==> src/inc/bsc_pkg.sv <==
// Constants for the step-down converter supervisor and control block.
// Assumes a 20 MHz system clock and an AHB-Lite register bus.
`default_nettype none
package bsc_pkg;
	// ****************************************
	// Register byte offsets
	// ****************************************
	localparam logic [7:0] CTRL_OFS     = 8'h00;
	localparam logic [7:0] MASK_OFS     = 8'h04;
	localparam logic [7:0] FLAG_OFS     = 8'h08;
	localparam logic [7:0] STAT_OFS     = 8'h0C;
	localparam logic [7:0] VOUT_OFS     = 8'h10;
	localparam logic [7:0] SEQ_OFS      = 8'h1C;
	localparam logic [7:0] PMODE_OFS    = 8'h28;
	localparam logic [7:0] REG_STRIDE   = 8'h04;
	// ****************************************
	// Field positions and reset values
	// ****************************************
	localparam int         CTRL_EN_LSB  = 0;
	localparam int         CTRL_DIS_LSB = 3;
	localparam int         CTRL_DRE_BIT = 6;
	localparam int         UV_LSB       = 0;
	localparam int         OV_LSB       = 3;
	localparam int         ILIM_LSB     = 6;
	localparam int         SS_LSB       = 9;
	localparam int         ENST_LSB     = 12;
	localparam int         LPST_LSB     = 15;
	localparam int         SEQ_PART_BIT = 0;
	localparam logic [6:0] CTRL_RST     = 7'h00;
	localparam logic [5:0] MASK_RST     = 6'h00;
	localparam logic [7:0] VOUT_RST     = 8'h00;
	localparam logic [7:0] SEQ_RST      = 8'h00;
	localparam logic [5:0] PMODE_RST    = 6'h00;
	// ****************************************
	// Power mode field encodings
	// ****************************************
	localparam logic [1:0] PM_NORMAL    = 2'h0;
	localparam logic [1:0] PM_SLEEP_LP  = 2'h1;
	localparam logic [1:0] PM_FORCE_LP  = 2'h2;
	localparam logic [1:0] PM_FORCE_LP2 = 2'h3;
	// ****************************************
	// Voltage code mapping, microvolts
	// ****************************************
	localparam int         REF_W        = 22;
	localparam int         B1_BASE_UV   = 260000;
	localparam int         B1_STEP_UV   = 10000;
	localparam logic [7:0] B1_MAX_CODE  = 8'h7E;
	localparam int         B2_BASE_UV   = 600000;
	localparam int         B2_STEP_UV   = 6250;
	localparam logic [7:0] B2_MAX_CODE  = 8'hFF;
	localparam int         B3_BASE_UV   = 600000;
	localparam int         B3_STEP_UV   = 12500;
	localparam logic [7:0] B3_MAX_CODE  = 8'hFE;
	// ****************************************
	// Soft-start slope and clock
	// ****************************************
	localparam int         SLOPE_MV_US  = 17;
	localparam int         CLK_MHZ      = 20;
	localparam int         RAMP_STEP_UV = SLOPE_MV_US * 1000 / CLK_MHZ;
	// ****************************************
	// AHB-Lite codes
	// ****************************************
	localparam logic [1:0] HTRANS_NSEQ  = 2'h2;
	localparam logic       HRESP_OKAY   = 1'b0;
endpackage
`default_nettype wire

==> src/rtl/bsc_top.sv <==
// Supervisor and control logic for three step-down converters.
// Comparator inputs arrive asynchronously from the analog side; sequencer
// enables and sleep state come from logic on CLK; AHB-Lite master on CLK.
`timescale 1ns/1ps
`default_nettype none
module bsc_top (
	input  wire logic                         CLK,
	input  wire logic                         RST_N,
	input  wire logic                         HSEL,
	input  wire logic [31:0]                  HADDR,
	input  wire logic [1:0]                   HTRANS,
	input  wire logic                         HWRITE,
	input  wire logic [2:0]                   HSIZE,
	input  wire logic [31:0]                  HWDATA,
	input  wire logic                         HREADY,
	output logic      [31:0]                  HRDATA,
	output logic                              HREADYOUT,
	output logic                              HRESP,
	input  wire logic [2:0]                   UV_CMP,
	input  wire logic [2:0]                   OV_CMP,
	input  wire logic [2:0]                   ILIM_CMP,
	input  wire logic [2:0]                   SEQ_EN,
	input  wire logic                         DEVICE_SLEEP_STATE,
	output logic      [2:0]                   BUCK_EN,
	output logic      [2:0]                   BUCK_LOW_POWER,
	output logic      [2:0]                   DISCHARGE_ON,
	output logic      [bsc_pkg::REF_W-1:0]    BUCK1_REF_UV,
	output logic      [bsc_pkg::REF_W-1:0]    BUCK2_REF_UV,
	output logic      [bsc_pkg::REF_W-1:0]    BUCK3_REF_UV,
	output logic                              PWRDN_REQ
);
	localparam int RW = bsc_pkg::REF_W;

	// ****************************************
	// Comparator synchronisers
	// ****************************************
	logic [8:0] cmp_meta_q;
	logic [8:0] cmp_q;

	always_ff @(posedge CLK or negedge RST_N) begin
		if (!RST_N) begin
			cmp_meta_q <= 9'h000;
			cmp_q      <= 9'h000;
		end else begin
			cmp_meta_q <= {ILIM_CMP, OV_CMP, UV_CMP};
			cmp_q      <= cmp_meta_q;
		end
	end

	// ****************************************
	// Register state
	// ****************************************
	logic [6:0] ctrl_q;
	logic [5:0] mask_q;
	logic [5:0] flag_q;
	logic [7:0] vout_q [3];
	logic [7:0] seq_q  [3];
	logic [5:0] pmode_q;
	logic [2:0] ss_q;
	logic [2:0] en_s;
	logic [2:0] lp_s;
	logic [5:0] flag_set;
	logic [5:0] event_s;

	// ****************************************
	// AHB-Lite slave
	// ****************************************
	logic       wr_pend_q;
	logic       rd_pend_q;
	logic [7:0] addr_q;
	logic       addr_ok_q;
	logic [31:0] rdata_q;
	logic       rd_wait_q;
	logic       take;
	logic [31:0] rd_mux;

	assign take      = HSEL && HTRANS == bsc_pkg::HTRANS_NSEQ && HREADY;
	assign HREADYOUT = !(rd_pend_q && !rd_wait_q);
	assign HRESP     = bsc_pkg::HRESP_OKAY;
	assign HRDATA    = rdata_q;

	always_ff @(posedge CLK or negedge RST_N) begin
		if (!RST_N) begin
			wr_pend_q <= 1'b0;
			rd_pend_q <= 1'b0;
			rd_wait_q <= 1'b0;
			addr_q    <= 8'h00;
			addr_ok_q <= 1'b0;
		end else begin
			if (rd_pend_q && !rd_wait_q) begin
				rd_wait_q <= 1'b1;
			end else begin
				wr_pend_q <= take && HWRITE;
				rd_pend_q <= take && !HWRITE;
				rd_wait_q <= 1'b0;
				addr_q    <= HADDR[7:0];
				addr_ok_q <= HADDR[31:8] == 24'h000000 && HADDR[1:0] == 2'h0;
			end
		end
	end

	// Read data taken in the wait cycle, after any earlier write landed
	always_comb begin
		rd_mux = 32'h0000_0000;
		if (addr_ok_q) begin
			unique case (addr_q)
				bsc_pkg::CTRL_OFS:  rd_mux[6:0] = ctrl_q;
				bsc_pkg::MASK_OFS:  rd_mux[5:0] = mask_q;
				bsc_pkg::FLAG_OFS:  rd_mux[5:0] = flag_q;
				bsc_pkg::STAT_OFS:  rd_mux[17:0] = {lp_s, en_s, ss_q, cmp_q};
				bsc_pkg::VOUT_OFS:  rd_mux[7:0] = vout_q[0];
				8'h14:              rd_mux[7:0] = vout_q[1];
				8'h18:              rd_mux[7:0] = vout_q[2];
				bsc_pkg::SEQ_OFS:   rd_mux[7:0] = seq_q[0];
				8'h20:              rd_mux[7:0] = seq_q[1];
				8'h24:              rd_mux[7:0] = seq_q[2];
				bsc_pkg::PMODE_OFS: rd_mux[5:0] = pmode_q;
				default:            rd_mux = 32'h0000_0000;
			endcase
		end
	end

	always_ff @(posedge CLK or negedge RST_N) begin
		if (!RST_N) begin
			rdata_q <= 32'h0000_0000;
		end else if (rd_pend_q && !rd_wait_q) begin
			rdata_q <= rd_mux;
		end
	end

	logic wr_ok;
	assign wr_ok = wr_pend_q && addr_ok_q;

	always_ff @(posedge CLK or negedge RST_N) begin
		if (!RST_N) begin
			ctrl_q  <= bsc_pkg::CTRL_RST;
			mask_q  <= bsc_pkg::MASK_RST;
			pmode_q <= bsc_pkg::PMODE_RST;
		end else if (wr_ok) begin
			if (addr_q == bsc_pkg::CTRL_OFS) begin
				ctrl_q <= HWDATA[6:0];
			end
			if (addr_q == bsc_pkg::MASK_OFS) begin
				mask_q <= HWDATA[5:0];
			end
			if (addr_q == bsc_pkg::PMODE_OFS) begin
				pmode_q <= HWDATA[5:0];
			end
		end
	end

	// Write-one-to-clear; a new detection in the same cycle wins
	always_ff @(posedge CLK or negedge RST_N) begin
		if (!RST_N) begin
			flag_q <= 6'h00;
		end else begin
			flag_q <= (flag_q & ~((wr_ok && addr_q == bsc_pkg::FLAG_OFS)
				? HWDATA[5:0] : 6'h00)) | flag_set;
		end
	end

	// Power-down request pulse on any unmasked new event
	always_ff @(posedge CLK or negedge RST_N) begin
		if (!RST_N) begin
			PWRDN_REQ <= 1'b0;
		end else begin
			PWRDN_REQ <= |(event_s & ~mask_q);
		end
	end

	// ****************************************
	// Per-converter control
	// ****************************************
	logic [RW-1:0] ref_q [3];

	assign BUCK1_REF_UV = ref_q[0];
	assign BUCK2_REF_UV = ref_q[1];
	assign BUCK3_REF_UV = ref_q[2];
	assign BUCK_EN      = en_s;

	for (genvar i = 0; i < 3; i++) begin : g_ch
		localparam int         BASE = (i == 0) ? bsc_pkg::B1_BASE_UV
			: (i == 1) ? bsc_pkg::B2_BASE_UV : bsc_pkg::B3_BASE_UV;
		localparam int         STEP = (i == 0) ? bsc_pkg::B1_STEP_UV
			: (i == 1) ? bsc_pkg::B2_STEP_UV : bsc_pkg::B3_STEP_UV;
		localparam logic [7:0] MAXC = (i == 0) ? bsc_pkg::B1_MAX_CODE
			: (i == 1) ? bsc_pkg::B2_MAX_CODE : bsc_pkg::B3_MAX_CODE;
		localparam logic [RW-1:0] RSTEP = RW'(bsc_pkg::RAMP_STEP_UV);

		logic [7:0]    code_c;
		logic [RW-1:0] tgt;
		logic [RW-1:0] diff;
		logic [RW-1:0] nxt;
		logic          en_q;
		logic          rup_q;
		logic          rdn_q;
		logic          uv_blank;
		logic          ov_blank;
		logic          uv_qual;
		logic          ov_qual;
		logic          uv_prev_q;
		logic          ov_prev_q;
		logic [1:0]    pm;

		assign code_c = (vout_q[i] > MAXC) ? MAXC : vout_q[i];
		assign tgt    = RW'(BASE) + RW'(code_c) * RW'(STEP);
		assign diff   = (ref_q[i] > tgt) ? ref_q[i] - tgt : tgt - ref_q[i];
		assign nxt    = (diff > RSTEP)
			? ((ref_q[i] > tgt) ? ref_q[i] - RSTEP : ref_q[i] + RSTEP)
			: tgt;
		assign en_s[i] = ctrl_q[bsc_pkg::CTRL_EN_LSB + i]
			| (seq_q[i][bsc_pkg::SEQ_PART_BIT] & SEQ_EN[i]);
		assign pm      = pmode_q[2*i +: 2];
		assign lp_s[i] = pm == bsc_pkg::PM_FORCE_LP
			|| pm == bsc_pkg::PM_FORCE_LP2
			|| (pm == bsc_pkg::PM_SLEEP_LP && DEVICE_SLEEP_STATE);
		assign BUCK_LOW_POWER[i] = lp_s[i] && en_s[i];
		assign DISCHARGE_ON[i] = !en_s[i]
			&& !ctrl_q[bsc_pkg::CTRL_DIS_LSB + i];

		always_ff @(posedge CLK or negedge RST_N) begin
			if (!RST_N) begin
				vout_q[i] <= bsc_pkg::VOUT_RST;
				seq_q[i]  <= bsc_pkg::SEQ_RST;
			end else if (wr_ok) begin
				if (addr_q == bsc_pkg::VOUT_OFS + 8'(i) * bsc_pkg::REG_STRIDE) begin
					vout_q[i] <= (i == 0) ? {1'b0, HWDATA[6:0]} : HWDATA[7:0];
				end
				if (addr_q == bsc_pkg::SEQ_OFS + 8'(i) * bsc_pkg::REG_STRIDE) begin
					seq_q[i] <= HWDATA[7:0];
				end
			end
		end

		// Reference ramp: soft-start, buck1 controlled ramps, jumps
		always_ff @(posedge CLK or negedge RST_N) begin
			if (!RST_N) begin
				en_q     <= 1'b0;
				ss_q[i]  <= 1'b0;
				rup_q    <= 1'b0;
				rdn_q    <= 1'b0;
				ref_q[i] <= '0;
			end else begin
				en_q <= en_s[i];
				if (!en_s[i]) begin
					ss_q[i]  <= 1'b0;
					rup_q    <= 1'b0;
					rdn_q    <= 1'b0;
					ref_q[i] <= '0;
				end else if (!en_q) begin
					ss_q[i]  <= 1'b1;
					ref_q[i] <= '0;
				end else if (ss_q[i] || rup_q || rdn_q) begin
					ref_q[i] <= nxt;
					if (nxt == tgt) begin
						ss_q[i] <= 1'b0;
						rup_q   <= 1'b0;
						rdn_q   <= 1'b0;
					end
				end else if (tgt > ref_q[i]) begin
					if (i == 0) begin
						rup_q <= 1'b1;
					end else begin
						ref_q[i] <= tgt;
					end
				end else if (tgt < ref_q[i]) begin
					if (i == 0 && ctrl_q[bsc_pkg::CTRL_DRE_BIT]) begin
						rdn_q <= 1'b1;
					end else begin
						ref_q[i] <= tgt;
					end
				end
			end
		end

		assign uv_blank = ss_q[i] || rup_q;
		assign ov_blank = ss_q[i] || rdn_q;
		assign uv_qual  = cmp_q[bsc_pkg::UV_LSB + i] && !uv_blank;
		assign ov_qual  = cmp_q[bsc_pkg::OV_LSB + i] && !ov_blank;
		assign flag_set[bsc_pkg::UV_LSB + i] = uv_qual;
		assign flag_set[bsc_pkg::OV_LSB + i] = ov_qual;
		assign event_s[bsc_pkg::UV_LSB + i]  = uv_qual && !uv_prev_q;
		assign event_s[bsc_pkg::OV_LSB + i]  = ov_qual && !ov_prev_q;

		always_ff @(posedge CLK or negedge RST_N) begin
			if (!RST_N) begin
				uv_prev_q <= 1'b0;
				ov_prev_q <= 1'b0;
			end else begin
				uv_prev_q <= uv_qual;
				ov_prev_q <= ov_qual;
			end
		end
	end
endmodule
`default_nettype wire

==> config.mk <==
export PLATFORM = sky130hd
export DESIGN_NAME = bsc_top
export DESIGN_NICKNAME = d
export VERILOG_FILES = /design/src/inc/bsc_pkg.sv /design/src/rtl/bsc_top.sv
export SDC_FILE = /design/constraint.sdc
export NUM_CORES = 1
export LEC_CHECK = 0
export ABC_AREA = 1
export ABC_CLOCK_PERIOD_IN_PS = 15600
export BUFFER_PORTS_ARGS = -buffer_cell sky130_fd_sc_hd__buf_2
export CAP_MARGIN = 10
export CORE_AREA = 3 3 305 217
export CTS_CLUSTER_DIAMETER = 100
export DETAILED_ROUTE_END_ITERATION = 12
export DIE_AREA = 0 0 308 220
export GPL_TIMING_DRIVEN = 1
export PLACE_DENSITY_LB_ADDON = 0.12
export SETUP_SLACK_MARGIN = 0.05
export SYNTH_ARGS = -nofsm -noshare
export SYNTH_HDL_FRONTEND = slang
export SYNTH_SLANG_ARGS = --single-unit
==> constraint.sdc <==
create_clock -name CLK -period 15.6 [get_ports CLK]
set_input_delay 3.12 -clock CLK [delete_from_list [all_inputs] [get_ports CLK]]
set_output_delay 3.12 -clock CLK [all_outputs]
set_load 0.01 [all_outputs]
==> results.md <==
* Outcome: finished clean
* Async SR Flop Fraction at 100%
* Setup Crit Path Kind: flop to flop
* Final #Nets at approximately 4900
* Sequential area share after synthesis at a little under a fifth
* Share of the synthesized area in the top cell type at 18.1%
* CTS Buf Count at 25
* Met2 routed WL at ~37000 µm
* Routed WL per cell at 18.1 µm
* DRC viols at 0
* Initial antenna violation count at 1
* Main synth FF type: dfrtp_1
* Fraction of layout cells with a size suffix above 1 at ~6.6%
* PnR worst setup slack at 4.93 ns
* Post-synthesis register bit count at roughly 200
* Distinct cells, synth at slightly below 60
* Routed length on met3 at about 8100 µm
* RSZ-0062 raised after global routing: no
* Fin. Hold Viols at 0
* Max incr delay on CP at 0.70 ns
* Fin crit period at 10.67 ns
* Clock buffer depth at 3
* Die W at around 310 µm
* Worst hold path class: flop to flop
* Clock sinks at 201
* P_leak at between 15 and 20 nW
* Commonest cells in the netlist: nand2_1 (1328), inv_1 (709), ha_1 (325)
* R2R Path Start: vout_q[17]
* Pin count of the biggest net entering global routing at 72
* Warnings from Yosys at 0
* Layout area overhead at 7.91%
* Fmax at ~94 MHz
* Grt total ovfl at 0
* Fin Setup TNS at 0 ns
* Slew headroom at 18.7%
* Placed Cells at 5299
* Power per cell area at ~54 nW/µm²
* Critical path arrival at between 10 and 15 ns
* Gpl congestion at 0.989
* Largest cells by area after synthesis: dfrtp_1 (18%), nand2_1 (18%), ha_1 (15%), inv_1 (9.6%), nor2_1 (4.3%)
* CTS tree: built
* Most numerous cell in the Yosys netlist: nand2_1
* Pre-CTS setup slack at between 5 and 6 ns
* H-tree Lvls at 1
* Die Ht at 220 µm
* WL final at 97000 µm
* Slew Viols, Final at 0
* MaxCap Viol Count at 0
* Post-CTS Setup Inserts at 0
* Final setup violation count at 0
* Post-synth EDFFs at 0
* Final Skew at ~0.03 ns
* Detailed Place HPWL at between 70000 and 80000 µm
* Routed length on met1 at between 50000 and 60000 µm
* Layout Cells excl Fill at 5345
* First-pass GRT wire length at roughly 150000 µm
* Synthesized area at around 28000 µm²
* Placed cell areas at ~30000 µm²
* Top layer in use: met4
* Mapped Cells at approximately 4400
* Worst Path Required at roughly 16 ns
* Hold_sp: cmp_meta_q[8]
* Worst-Skew Late Latency at 0.59 ns
* Worst Setup Start Kind: flop
* Starting DRC count in detailed routing at roughly 2700
* Worst IR Drop VDD at between 80 and 90 µV
* Yosys top cell by area: dfrtp_1
* Std-Cell Rows at just under 80
* Top delay family on crit path: simple AND/OR/NAND/NOR gates
* CP Capture Type: flop
* Initial Utilization at 44.0%
* Layout Cell Area excl Fill at roughly 30000 µm²
* Antenna-violating nets left at 0
* Critical path buffers and inverters at 6
* I/O Buffers at ~150
* Reg clk slew, reported paths at roughly 0.07 ns
* Clk Tree Root Cell: clkbuf_16
* Slew @ Worst Pin at roughly 1.2 ns
* Via density at 5.39
* Hold-fix buffers at CTS at 0
* Final Cycle Share at about 70%
* Placeable Area at about 63000 µm²
* Final core utilization at ~47%
* Slowest CP cell: nor2_1
* GRT Total Usage at roughly 28%
* ANT cells at 0
* CP max FO at 27
* CP startpoint: vout_q[17]
* Die footprint at 67800 µm²
* IO Count at 197
* # resized after CTS at 0
* Vias in the first global route at 25900
* Avg Cell Area, Syn at between 6 and 7 µm²
* TritonRoute pass-1 iters at 6
* Cell mode on critical path: nand2_1
* Total number of vias at between 20000 and 30000
[metrics by stage]
step | hold slack (ns) | power [W]
2_1_floorplan | 0.331 | 0.000854
3_3_place_gp | 0.333 | 0.000973
3_5_place_dp | 0.335 | 0.000975
4_1_cts | 0.349 | 0.00162
5_1_grt | 0.351 | 0.00170
6_report | 0.350 | 0.00161
[cells in the final DEF, fill, tap and decap left out, drive strengths merged, types with 4 or more instances in the layout]
cell type / instances
nand3: 235
a21oi: 215
clkinv: 7
a21o: 7
and3: 4
a211oi: 15
dfrtp: 201
nor2: 341
xnor2: 43
o211ai: 30
a221oi: 13
or2: 13
conb: 15
nor4: 16
nand4: 182
a31oi: 6
ha: 325
o21ai: 269
o31ai: 12
fa: 39
o22ai: 25
nor3: 38
nand2: 1346
inv: 721
nand3b: 7
a22o: 5
o32ai: 18
xor2: 118
o21a: 4
clkbuf: 33
buf: 171
o21bai: 20
[worst reg2reg max path: cells and delay by family (launching register included)]
kind	cells	cell delay (ns)
flip-flops	1	0.45
XOR/XNOR	2	0.56
buffers and inverters	6	0.49
AO/OA/AOI/OAI	7	1.65
adder cells (fa/ha/maj)	7	2.81
AND/OR/NAND/NOR	31	4.55
[report_power, final]
| part | internal (W) | switching [W] |
|---|---|---|
| combinational | 0.000136 | 0.000272 |
| clock | 0.000367 | 0.000271 |
| sequential | 0.000542 | 0.0000223 |
| total | 0.00105 | 0.000565 |
[kinds of logic (layout without fill, tap and decap cells)]
| group | after synthesis | count (layout) | synth area share, % |
|---|---|---|---|
| XOR/XNOR | 161 | 161 | 5.07 |
| buffers and inverters | 838 | 938 | 12.3 |
| adder cells (fa/ha/maj) | 364 | 364 | 17.4 |
| other | 1 | 15 | 0.0135 |
| flip-flops | 201 | 201 | 18.1 |
| AND/OR/NAND/NOR | 2185 | 2185 | 33.8 |
| AO/OA/AOI/OAI | 652 | 652 | 13.3 |
[area by class of cell]
cell class	count	area (µm²)
fillers	6773	33200
inverters	721	2710
multi-input cells	3377	19500
well taps	829	1040
flip-flops and latches	201	5030
repair buffers	171	908
clock inverters	13	173
clock buffers	33	696
[layer usage]
metal	GRT usage (%)	vias up
li1	-	14500
met1	45.5	13300
met2	38.8	1043
met3	4.82	55
met4	3.56	0
met5	0	-
[path summary, 6_finish.rpt]
check	end	slack [ns]	cells past startpoint
min in group asynchronous	BUCK2_REF_UV[13]	2.56	1
hold / removal	cmp_q[8]	0.35	0
setup / recovery	g_ch[0].rup_q	4.93	53
setup reg to reg	g_ch[0].rup_q	4.93	53
hold reg to reg	cmp_q[8]	0.35	0
max in group asynchronous	cmp_meta_q[0]	10.81	3
[state kept, by name, indices dropped and copies added (netlist names), 9 cells and up]
| register | count |
|---|---|
| BUCK1_REF_UV | 22 |
| BUCK2_REF_UV | 22 |
| cmp_meta_q | 9 |
| BUCK3_REF_UV | 22 |
| vout_q | 23 |
| seq_q | 24 |
| cmp_q | 9 |
| HRDATA | 18 |
No activity file was read; power rests on OpenSTA's default activity.
